===== config.mk =====
export PLATFORM = sky130hd
export DESIGN_NAME = dc_brake_and_motor_set_select
export DESIGN_NICKNAME = d
export VERILOG_FILES = /design/src/verilog/dcb_pkg.sv /design/src/verilog/dc_brake_and_motor_set_select.sv
export SDC_FILE = /design/constraint.sdc
export NUM_CORES = 1
export LEC_CHECK = 0
export BUFFER_PORTS_ARGS = -buffer_cell sky130_fd_sc_hd__buf_2
export CAP_MARGIN = 20
export CORE_ASPECT_RATIO = 0.6
export CORE_MARGIN = 3
export CORE_UTILIZATION = 44
export CTS_BUF_LIST = sky130_fd_sc_hd__clkbuf_16
export CTS_CLUSTER_SIZE = 25
export DETAILED_ROUTE_END_ITERATION = 10
export PLACE_DENSITY_LB_ADDON = 0.12
export SETUP_SLACK_MARGIN = 0.1
export SLEW_MARGIN = 10
export SYNTH_ARGS = -nofsm -noshare
export SYNTH_HDL_FRONTEND = slang
export SYNTH_SLANG_ARGS = --single-unit

===== constraint.sdc =====
create_clock -name clk -period 6 [get_ports clk]
set_input_delay 1.2 -clock clk [delete_from_list [all_inputs] [get_ports clk]]
set_output_delay 1.2 -clock clk [all_outputs]
set_load 0.01 [all_outputs]

===== src/verilog/dcb_pkg.sv =====
// constants and types shared by the brake and motor-set logic
package dcb_pkg;
	localparam int CLK_HZ = 25000000;
	localparam int DATA_W = 32;
	localparam int ADDR_W = 8;
	// register byte offsets
	localparam logic [7:0] OFS_CTRL = 8'h00;
	localparam logic [7:0] OFS_DELAY = 8'h04;
	localparam logic [7:0] OFS_FORCE = 8'h08;
	localparam logic [7:0] OFS_FUNC = 8'h0C;
	localparam logic [7:0] OFS_FREQ = 8'h10;
	localparam logic [7:0] OFS_STATUS = 8'h14;
	localparam logic [7:0] OFS_OUTFREQ = 8'h18;
	// ctrl fields
	localparam int CTRL_KEYPAD_RUN = 0;
	localparam int CTRL_KEYPAD_STOP = 1;
	// brake delay in tenths of a second, 0.0 .. 5.0 s
	localparam int DELAY_MAX_TENTHS = 50;
	localparam int TENTH_MS = 100;
	localparam int TENTH_CYCLES = CLK_HZ / 1000 * TENTH_MS;
	localparam int FORCE_MAX_PCT = 100;
	// input terminal function codes
	localparam logic [7:0] FUNC_BRAKE = 8'h07;
	localparam logic [7:0] FUNC_MOTOR2 = 8'h08;
	localparam int N_INPUTS = 5;
	// reset values
	localparam logic [7:0] DELAY_RST = 8'h00;
	localparam logic [7:0] FORCE_RST = 8'h00;
	localparam logic [7:0] FUNC_RST = 8'h00;
	localparam logic [15:0] FREQ_RST = 16'h0000;
	localparam logic [15:0] RAMP_STEP = 16'h0001;
	typedef enum logic [3:0] {
		ST_STOP = 4'b0001,
		ST_RUN = 4'b0010,
		ST_COAST = 4'b0100,
		ST_BRAKE = 4'b1000
	} drive_state_t;
endpackage

===== src/verilog/dc_brake_and_motor_set_select.sv =====
// dc injection brake request and second motor set selection
`timescale 1ns/1ps
module dc_brake_and_motor_set_select #(
	parameter int TENTH_CNT = dcb_pkg::TENTH_CYCLES
)
(
	input wire logic clk,
	input wire logic rst,
	input wire logic [dcb_pkg::ADDR_W-1:0] wb_adr_i,
	input wire logic [dcb_pkg::DATA_W-1:0] wb_dat_i,
	output logic [dcb_pkg::DATA_W-1:0] wb_dat_o,
	input wire logic wb_we_i,
	input wire logic [3:0] wb_sel_i,
	input wire logic wb_cyc_i,
	input wire logic wb_stb_i,
	output logic wb_ack_o,
	input wire logic [dcb_pkg::N_INPUTS-1:0] input_terminals,
	input wire logic forward_run_input,
	input wire logic reverse_run_input,
	output logic output_on,
	output logic brake_active,
	output logic [7:0] brake_level,
	output logic [15:0] out_freq,
	output logic motor_set2_active
);
	logic [dcb_pkg::N_INPUTS-1:0] term_s1_reg;
	logic [dcb_pkg::N_INPUTS-1:0] term_s2_reg;
	logic fwd_s1_reg;
	logic fwd_s2_reg;
	logic rev_s1_reg;
	logic rev_s2_reg;
	logic [1:0] ctrl_reg;
	logic [7:0] delay_reg;
	logic [7:0] force_reg;
	logic [39:0] func_reg;
	logic [15:0] freq_reg;
	logic [31:0] tick_reg;
	logic [7:0] tenths_reg;
	logic keypad_latch_reg;
	dcb_pkg::drive_state_t state_reg;
	dcb_pkg::drive_state_t state_next;
	logic brake_req;
	logic set_req;
	logic term_run;
	logic run_cmd;
	logic delay_done;
	logic bus_req;
	logic wr;

	// any terminal whose function matches the code
	function automatic logic func_hit(
		input logic [dcb_pkg::N_INPUTS-1:0] t,
		input logic [39:0] f,
		input logic [7:0] code
	);
		logic hit;
		hit = 1'b0;
		for (int i = 0; i < dcb_pkg::N_INPUTS; i++)
		begin
			if (t[i] && f[i*8 +: 8] == code)
			begin
				hit = 1'b1;
			end
		end
		return hit;
	endfunction

	// clamp a byte to a ceiling
	function automatic logic [7:0] clamp8(
		input logic [7:0] v,
		input logic [7:0] lim
	);
		return (v > lim) ? lim : v;
	endfunction

	// terminals come from outside: two stage sync
	always_ff @(posedge clk or posedge rst)
	begin
		if (rst)
		begin
			term_s1_reg <= '0;
			term_s2_reg <= '0;
			fwd_s1_reg <= 1'b0;
			fwd_s2_reg <= 1'b0;
			rev_s1_reg <= 1'b0;
			rev_s2_reg <= 1'b0;
		end
		else
		begin
			term_s1_reg <= input_terminals;
			term_s2_reg <= term_s1_reg;
			fwd_s1_reg <= forward_run_input;
			fwd_s2_reg <= fwd_s1_reg;
			rev_s1_reg <= reverse_run_input;
			rev_s2_reg <= rev_s1_reg;
		end
	end

	assign brake_req = func_hit(term_s2_reg, func_reg,
		dcb_pkg::FUNC_BRAKE);
	assign set_req = func_hit(term_s2_reg, func_reg,
		dcb_pkg::FUNC_MOTOR2);
	assign term_run = fwd_s2_reg | rev_s2_reg;
	assign run_cmd = term_run | keypad_latch_reg;
	assign delay_done = (tenths_reg >= delay_reg);
	assign bus_req = wb_cyc_i & wb_stb_i & ~wb_ack_o;
	assign wr = bus_req & wb_we_i & wb_sel_i[0];

	// wishbone slave, one wait state, ack one cycle
	always_ff @(posedge clk or posedge rst)
	begin
		if (rst)
		begin
			wb_ack_o <= 1'b0;
			wb_dat_o <= '0;
		end
		else
		begin
			wb_ack_o <= bus_req;
			wb_dat_o <= '0;
			if (bus_req && !wb_we_i)
			begin
				unique case (wb_adr_i)
					dcb_pkg::OFS_CTRL:
						wb_dat_o <= {30'h0, ctrl_reg};
					dcb_pkg::OFS_DELAY:
						wb_dat_o <= {24'h0, delay_reg};
					dcb_pkg::OFS_FORCE:
						wb_dat_o <= {24'h0, force_reg};
					dcb_pkg::OFS_FUNC:
						wb_dat_o <= func_reg[31:0];
					dcb_pkg::OFS_FREQ:
						wb_dat_o <= {8'h0, func_reg[39:32], freq_reg};
					dcb_pkg::OFS_STATUS:
						wb_dat_o <= {26'h0, keypad_latch_reg,
							motor_set2_active, state_reg};
					dcb_pkg::OFS_OUTFREQ:
						wb_dat_o <= {16'h0, out_freq};
					default:
						wb_dat_o <= '0;
				endcase
			end
		end
	end

	// setting registers; delay and force clamped to legal range
	always_ff @(posedge clk or posedge rst)
	begin
		if (rst)
		begin
			delay_reg <= dcb_pkg::DELAY_RST;
			force_reg <= dcb_pkg::FORCE_RST;
			func_reg <= {5{dcb_pkg::FUNC_RST}};
			freq_reg <= dcb_pkg::FREQ_RST;
		end
		else if (wr)
		begin
			unique case (wb_adr_i)
				dcb_pkg::OFS_DELAY:
					delay_reg <= clamp8(wb_dat_i[7:0],
						8'(dcb_pkg::DELAY_MAX_TENTHS));
				dcb_pkg::OFS_FORCE:
					force_reg <= clamp8(wb_dat_i[7:0],
						8'(dcb_pkg::FORCE_MAX_PCT));
				dcb_pkg::OFS_FUNC:
					func_reg[31:0] <= wb_dat_i;
				dcb_pkg::OFS_FREQ:
				begin
					freq_reg <= wb_dat_i[15:0];
					func_reg[39:32] <= wb_dat_i[23:16];
				end
				default:
					func_reg <= func_reg;
			endcase
		end
	end

	// keypad run/stop pulses; stop wins, brake release cancels keypad run
	always_ff @(posedge clk or posedge rst)
	begin
		if (rst)
		begin
			ctrl_reg <= 2'b00;
			keypad_latch_reg <= 1'b0;
		end
		else
		begin
			ctrl_reg <= 2'b00;
			if (wr && wb_adr_i == dcb_pkg::OFS_CTRL)
			begin
				ctrl_reg <= wb_dat_i[1:0];
			end
			if (ctrl_reg[dcb_pkg::CTRL_KEYPAD_STOP])
			begin
				keypad_latch_reg <= 1'b0;
			end
			else if ((state_reg == dcb_pkg::ST_BRAKE
				|| state_reg == dcb_pkg::ST_COAST)
				&& !brake_req && !term_run)
			begin
				keypad_latch_reg <= 1'b0;
			end
			else if (ctrl_reg[dcb_pkg::CTRL_KEYPAD_RUN])
			begin
				keypad_latch_reg <= 1'b1;
			end
		end
	end

	always_comb
	begin
		state_next = state_reg;
		unique case (state_reg)
			dcb_pkg::ST_STOP:
				if (brake_req)
				begin
					state_next = dcb_pkg::ST_COAST;
				end
				else if (run_cmd)
				begin
					state_next = dcb_pkg::ST_RUN;
				end
			dcb_pkg::ST_RUN:
				if (brake_req)
				begin
					state_next = dcb_pkg::ST_COAST;
				end
				else if (!run_cmd)
				begin
					state_next = dcb_pkg::ST_STOP;
				end
			dcb_pkg::ST_COAST:
				if (!brake_req)
				begin
					state_next = term_run ? dcb_pkg::ST_RUN
						: dcb_pkg::ST_STOP;
				end
				else if (delay_done)
				begin
					state_next = dcb_pkg::ST_BRAKE;
				end
			dcb_pkg::ST_BRAKE:
				if (!brake_req)
				begin
					state_next = term_run ? dcb_pkg::ST_RUN
						: dcb_pkg::ST_STOP;
				end
			default:
				state_next = dcb_pkg::ST_STOP;
		endcase
	end

	always_ff @(posedge clk or posedge rst)
	begin
		if (rst)
		begin
			state_reg <= dcb_pkg::ST_STOP;
		end
		else
		begin
			state_reg <= state_next;
		end
	end

	// delay timer in tenths, counts only while coasting
	always_ff @(posedge clk or posedge rst)
	begin
		if (rst)
		begin
			tick_reg <= '0;
			tenths_reg <= '0;
		end
		else if (state_reg != dcb_pkg::ST_COAST)
		begin
			tick_reg <= '0;
			tenths_reg <= '0;
		end
		else if (!delay_done)
		begin
			if (tick_reg >= 32'(TENTH_CNT - 1))
			begin
				tick_reg <= '0;
				tenths_reg <= tenths_reg + 8'h01;
			end
			else
			begin
				tick_reg <= tick_reg + 32'h1;
			end
		end
	end

	// output ramps to the setpoint, which stands for the pre-brake
	// frequency; a setpoint change while braking moves the target too
	always_ff @(posedge clk or posedge rst)
	begin
		if (rst)
		begin
			out_freq <= dcb_pkg::FREQ_RST;
			output_on <= 1'b0;
		end
		else
		begin
			output_on <= (state_next == dcb_pkg::ST_RUN);
			if (state_next != dcb_pkg::ST_RUN)
			begin
				out_freq <= dcb_pkg::FREQ_RST;
			end
			else if (out_freq < freq_reg)
			begin
				out_freq <= out_freq + dcb_pkg::RAMP_STEP;
			end
			else if (out_freq > freq_reg)
			begin
				out_freq <= out_freq - dcb_pkg::RAMP_STEP;
			end
		end
	end

	// braking outputs follow the state; force applied only while braking
	always_ff @(posedge clk or posedge rst)
	begin
		if (rst)
		begin
			brake_active <= 1'b0;
			brake_level <= 8'h00;
		end
		else
		begin
			brake_active <= (state_next == dcb_pkg::ST_BRAKE);
			brake_level <= (state_next == dcb_pkg::ST_BRAKE)
				? force_reg : 8'h00;
		end
	end

	// motor set latched whenever the output is off with zero frequency, in coast and brake too
	always_ff @(posedge clk or posedge rst)
	begin
		if (rst)
		begin
			motor_set2_active <= 1'b0;
		end
		else if (!output_on && out_freq == dcb_pkg::FREQ_RST)
		begin
			motor_set2_active <= set_req;
		end
	end
endmodule


==> impl_metrics.json, run 1 <==
{
  "rsz0062_at_grt": "no",
  "fillers": 1933,
  "fp-row-count": 41,
  "endpoint_kind": "register",
  "htreeDepth": 4,
  "die_w_um": 196,
  "cts_tree": "built",
  "grt_pass1_vias": 7198,
  "clk_path_buf_depth": 2,
  "clock_latency_ps": 440,
  "tightest_slew_ps": 1090,
  "fin_crit_sh": 0.768,
  "port_buffers": 112,
  "post-route-min-period_ps": 4610,
  "wirelength_um": 26000,
  "dieArea_sq_mm": 0.0236,
  "core_sq_mm": 0.0212,
  "syn_inst": 933,
  "setup_tns_ps": 0,
  "grt_max_degree": 114,
  "cts.sink_count": 193,
  "cts.clk_slew.worst_paths_ps": 70,
  "power_leakage_uw": 0.00536,
  "grt_use_total": 0.225,
  "postRouteAntennaNets": 0,
  "required_ps": 6340,
  "hp-class": "reg2reg",
  "slew_viol_final": 0,
  "vias": 7700,
  "arrival_ps": 4950,
  "initial_core_util": 0.452,
  "die_h_um": 120,
  "cap_violations": 0,
  "grt-ovfl-total": 0,
  "ys_ff_latch": 193,
  "clock_skew_ps": 15.5,
  "antenna_found_initial": 0,
  "final_util": 0.518,
  "critical_path_class": "reg2reg",
  "largest_reg_flops": 40,
  "synth_cell_types": 65,
  "cp_max_fo": 17,
  "synth_fp_nets": 1033,
  "cts_made_buffers": 17,
  "place_congestion": 0.858,
  "synth-edff-count": 0,
  "seq_area_frac_synth": 0.504,
  "avgSynthCellArea_sq_um": 10.3,
  "place_inst": 1296,
  "root_buffer": "clkbuf_16",
  "synth_warnings": 0,
  "drive_above_1_share": 0.196,
  "postCtsHoldBufs": 0,
  "start_kind": "register",
  "ctsResizeCount": 0,
  "via_per_inst": 5.79,
  "grt_pass1_wl_um": 41100,
  "achievable-frequency_mhz": 217,
  "max-slew-margin-rel": 0.266,
  "drtPass1Iterations": 6,
  "synth_top_flop_cell": "dfrtp_1",
  "syn2layout_area_growth_pct": 14.6,
  "drcViolationCount": 0,
  "io_pins": 116,
  "dp_hpwl_um": 18600,
  "fin_nets": 1137,
  "routedWlPerCell_um": 19.5,
  "syn-cell-area_sq_mm": 0.00958,
  "ir_drop_v": 0.000182,
  "setup_violations": 0,
  "power_density_mw_per_mm2": 242,
  "outcome": "complete, no violations",
  "final_hold_viol_count": 0,
  "async_reset_ff_frac": 1.00,
  "instances_no_fill": 1331,
  "cts_setup_buffers": 0,
  "drt_iter0_markers": 817
}
## cell usage in the layout (no fill, tap or decap), types with 14 or more instances in the layout
| cell | instances |
|---|---|
| a21oi_1 | 58 |
| a22oi_1 | 17 |
| and3_1 | 23 |
| buf_2 | 112 |
| clkbuf_16 | 17 |
| dfrtp_1 | 192 |
| ha_1 | 43 |
| inv_1 | 40 |
| mux2_2 | 41 |
| nand2_1 | 58 |
| nand3_1 | 35 |
| nor2_1 | 83 |
| nor4_1 | 21 |
| o21ai_0 | 60 |
| o31ai_1 | 14 |
## worst paths after layout
path	cells past startpoint	slack (ps)	end	startpoint
min in group asynchronous	2	930	wb_dat_o[18]$_DFF_PP0_	rst
max in group asynchronous	3	3990	freq_reg[5]$_DFFE_PP0P_	rst
hold reg to reg	0	350	term_s2_reg[2]$_DFF_PP0_	term_s1_reg[2]$_DFF_PP0_
setup reg to reg	14	1390	out_freq[15]$_DFFE_PP0P_	out_freq[9]$_DFFE_PP0P_
setup / recovery	14	1390	out_freq[15]$_DFFE_PP0P_	out_freq[9]$_DFFE_PP0P_
hold / removal	0	350	term_s2_reg[2]$_DFF_PP0_	term_s1_reg[2]$_DFF_PP0_
## per-layer routing
layer | up-vias | global-route usage | routed length [um]
met1 | 3787 | 0.375 | 14000
met4 | 0 | 0.0538 | 318
li1 | 3633 | - | -
met2 | 256 | 0.286 | 9850
met5 | - | 0 | 0
met3 | 24 | 0.0537 | 1820
## cell type report
class	instances	area (sq um)	share of cell area
diodes	2	5.00	0.000456
well taps	279	349	0.0318
clock buffers	17	425	0.0388
multi-input cells	660	4430	0.404
clock inverters	15	104	0.00946
inverters	38	146	0.0133
repair buffers	127	683	0.0622
flip-flops and latches	193	4830	0.440
## cell usage after synthesis, types with 10 or more instances
cell type | instances | area, sq um
inv_1 | 38 | 143
a222oi_1 | 10 | 100
nor2_1 | 83 | 312
nor2b_1 | 11 | 68.8
ha_1 | 43 | 538
and2_1 | 13 | 81.3
a21oi_1 | 58 | 290
o21ai_0 | 60 | 300
clkbuf_1 | 30 | 113
buf_2 | 10 | 50.1
a22oi_1 | 17 | 128
nand2_1 | 58 | 218
or3_1 | 13 | 81.3
a211oi_1 | 11 | 82.6
dfrtp_1 | 192 | 4800
nor3_1 | 10 | 50.1
nor4_1 | 21 | 131
nand3_1 | 35 | 175
and3_1 | 23 | 144
o31ai_1 | 14 | 105
mux2_2 | 41 | 462
nand4_1 | 10 | 62.6
## through the flow
step / hold slack [ps] / setup slack (ps) / power, uW / cell area [sq um]
floorplan: 331 / 2160 / 1520 / 9580
global placement: 334 / 1460 / 1610 / 10400
detailed placement: 336 / 1460 / 1620 / 10400
CTS: 353 / 1410 / 2680 / 11000
global route: 361 / 985 / 2760 / 11000
finish: 352 / 1390 / 2650 / 11000
## cells by family (layout without fill, tap and decap cells)
| family | count (synthesis) | in the layout | share of synthesized area |
|---|---|---|---|
| AOI/OAI and AO/OA | 238 | 238 | 0.163 |
| xor gates and xnor gates | 17 | 17 | 0.0155 |
| adders and majority gates | 44 | 44 | 0.0583 |
| buffers and inverters | 80 | 197 | 0.0334 |
| DFF | 193 | 193 | 0.504 |
| muxes | 50 | 50 | 0.0576 |
| other | 0 | 2 | 0 |
| and+or+nand+nor | 311 | 311 | 0.168 |
## worst max-delay path, stage by stage (launching register included)
cell      delay [ps]
dfrtp_1          520
ha_1             360
a211oi_1         220
o21ai_0          140
a211oi_1         430
and3_1           340
inv_1            320
ha_1             500
a211oi_1         380
o31ai_1          130
a31oi_1          290
o21ai_0          200
or3b_1           400
a21o_1           170
a21oi_1          130
## power by group
| part | internal (uW) | total, uW | switching, uW |
|---|---|---|---|
| clock | 561 | 1060 | 501 |
| combinational | 79.5 | 221 | 142 |
| sequential | 1330 | 1370 | 39.1 |
No activity file was read; power rests on OpenSTA's default activity.
==> inputs of run 2 (changes only) <==
--- a/config.mk
+++ b/config.mk
@@ -5,6 +5,7 @@
 export SDC_FILE = /design/constraint.sdc
 export NUM_CORES = 1
 export LEC_CHECK = 0
+export ABC_AREA = 1
 export BUFFER_PORTS_ARGS = -buffer_cell sky130_fd_sc_hd__buf_2
 export CAP_MARGIN = 20
 export CORE_ASPECT_RATIO = 0.6
==> constraint.sdc (replaced) <==
create_clock -name clk -period 3.8 [get_ports clk]
set_input_delay 0.76 -clock clk [delete_from_list [all_inputs] [get_ports clk]]
set_output_delay 0.76 -clock clk [all_outputs]
set_load 0.01 [all_outputs]
==> impl_metrics.json, run 2 <==
{
  "outcome": "complete, no violations",
  "power_density_mw_per_mm2": 593,
  "port_buffers": 112,
  "required_ps": 4130,
  "yosys-top-cells-area": "dfrtp_1 (48%), nand2_1 (11%), inv_1 (6.5%)",
  "endpoint_kind": "register",
  "grt_pass1_wl_um": 44800,
  "synth_compound_area_frac": 0.111,
  "syn_inst": 1253,
  "synthXorXnorAreaFrac": 0.0148,
  "drtPass1Iterations": 7,
  "cts.sink_count": 193,
  "fin_nets": 1481,
  "yosysTopAreaCell": "dfrtp_1",
  "final_cell_mix": "nand2_1 (289), dfrtp_1 (192), inv_1 (172), nor2_1 (163), buf_2 (112)",
  "cap_violations": 0,
  "fin_ws_ps": 553,
  "setup_violations": 0,
  "drive_above_1_share": 0.152,
  "synth_top_area_frac": 0.478,
  "layout.cells.most_common": "nand2_1",
  "initial_core_util": 0.452,
  "slew_viol_final": 0,
  "synth-edff-count": 0,
  "synth_warnings": 0,
  "synth_cell_types": 48,
  "hp-class": "in2async",
  "start_kind": "register",
  "vias": 8792,
  "core_sq_mm": 0.0222,
  "synth_top_flop_cell": "dfrtp_1",
  "grt_pass1_vias": 7924,
  "clock_latency_ps": 440,
  "critical_path_class": "reg2reg",
  "slowest_delay_ps": 470,
  "drt_iter0_markers": 715,
  "achievable-frequency_mhz": 308,
  "grt-ovfl-total": 0,
  "tightest_slew_ps": 650,
  "avgSynthCellArea_sq_um": 8.02,
  "antenna_cells": 0,
  "cp_slowest_cell": "dfrtp_1",
  "seq_area_frac_synth": 0.481,
  "synth_fp_nets": 1353,
  "fillers": 2150,
  "clk_path_buf_depth": 2,
  "power_leakage_uw": 0.00587,
  "ys_ff_latch": 193,
  "dp_hpwl_um": 20800,
  "max-slew-margin-rel": 0.565,
  "synthAdderAreaFrac": 0.0555,
  "root_buffer": "clkbuf_16",
  "dp_slack_ps": 618,
  "rr_worst_depth": 16,
  "cts.clk_slew.worst_paths_ps": 80,
  "post-route-min-period_ps": 3250,
  "place_congestion": 0.877,
  "antenna_found_initial": 0,
  "grt_use_total": 0.231,
  "htreeDepth": 4,
  "synthMuxAreaShare": 0,
  "via_per_inst": 5.17,
  "cp_max_fo": 12,
  "ir_drop_v": 0.000516,
  "fin_crit_sh": 0.854,
  "cts_tree": "built",
  "postCtsHoldBufs": 0,
  "yosys.area_share.simple": 0.254,
  "final_util": 0.523,
  "async_reset_ff_frac": 1.00,
  "wirelength_um": 28000,
  "syn-cell-area_sq_mm": 0.0100,
  "syn2layout_area_growth_pct": 15.7,
  "final_hold_viol_count": 0,
  "synth_top_family_by_area": "simple AND/OR/NAND/NOR gates",
  "clock_skew_ps": 10.9,
  "crit_path_frequent_cell": "nand2_1",
  "place_inst": 1669,
  "synthTopCellsByCount": "nand2_1 (289), dfrtp_1 (192), inv_1 (173), nor2_1 (163), o21ai_0 (63)",
  "rsz0062_at_grt": "no",
  "ctsResizeCount": 0,
  "drcViolationCount": 0,
  "cts_made_buffers": 17,
  "dieArea_sq_mm": 0.0247,
  "instances_no_fill": 1701,
  "arrival_ps": 3580,
  "die_h_um": 123,
  "routedWlPerCell_um": 16.4,
  "setup_tns_ps": 0,
  "largest_reg_flops": 40,
  "die_w_um": 201,
  "io_pins": 116,
  "fp-row-count": 42,
  "crit_chain": "ha_1, nand2_1, o21ai_0, a21oi_1, nand2_2, buf_4, ha_1, a21oi_1, o21a_1, nand2_1, nand2_1, nand2_1, inv_1, nand2_1, a21oi_1, nor2_1",
  "cts_setup_buffers": 0,
  "grt_max_degree": 104,
  "yosysMostFrequentCell": "nand2_1",
  "postRouteAntennaNets": 0
}
run 2: changes by cell type after synthesis, moves of 15 or more:
cell and change:
nand2_1 +231, inv_1 +135, nor2_1 +80, mux2_2 -41, clkbuf_1 -23, o21ai_1 +23
and3_1 -21, nor3_1 +16, nor4_1 -16, o22ai_1 +16, nand3_1 +15
run 2: through the flow:
stage / cell area [sq um] / total power [uW] / hold WS (ps)
floorplan: 10100 / 4330 / 331
global placement: 11000 / 5090 / 333
detailed placement: 11000 / 5100 / 336
CTS: 11600 / 6900 / 335
global route: 11600 / 7440 / 353
finish: 11600 / 6900 / 335
run 2: cell type report:
class	instances	area [sq um]	share of cell area
repair buffers	136	778	0.0669
clock buffers	17	425	0.0366
well taps	308	385	0.0332
multi-input cells	851	4370	0.376
flip-flops and latches	193	4830	0.416
inverters	182	687	0.0591
clock inverters	14	146	0.0126
run 2: cell families (layout without fill, tap and decap cells):
kind of cell	after synthesis	in the layout
buffers and inverters	209	349
AO/OA/AOI/OAI	197	197
AND/OR/NAND/NOR	593	593
XOR/XNOR	17	17
flip-flops	193	193
adder cells (fa/ha/maj)	44	44
run 2: worst paths after layout:
kind,slack [ps],end,start
max,550,out_freq[15]$_DFFE_PP0P_,out_freq[15]$_DFFE_PP0P_
min,330,tick_reg[23]$_DFFE_PP0P_,rst
max reg2reg,550,out_freq[15]$_DFFE_PP0P_,out_freq[15]$_DFFE_PP0P_
min reg2reg,350,rev_s2_reg$_DFF_PP0_,rev_s1_reg$_DFF_PP0_
max in group asynchronous,2560,tenths_reg[5]$_DFFE_PP0P_,rst
min in group clk,350,rev_s2_reg$_DFF_PP0_,rev_s1_reg$_DFF_PP0_
run 2: report_power, final:
group          internal, uW  total, uW  switching [uW]
clock                   924       1790             870
combinational          1050       2850            1800
sequential             2160       2250            89.7
total                  4140       6900            2760
run 2: layer usage:
metal  part of all wire  up-vias  global-route usage
li1                   -     4286                   -
met1               0.53     4150               0.391
met2               0.37      331               0.288
met3              0.085       25              0.0521
met4              0.011        0              0.0500
met5                  0        -                   0
run 2: critical path, delay by kind of cell (launching register included):
kind,cells,cell delay (ps)
and+or+nand+nor,7,750
buffers and inverters,2,320
DFF,1,470
AOI/OAI and AO/OA,5,870
adders and majority gates,2,710
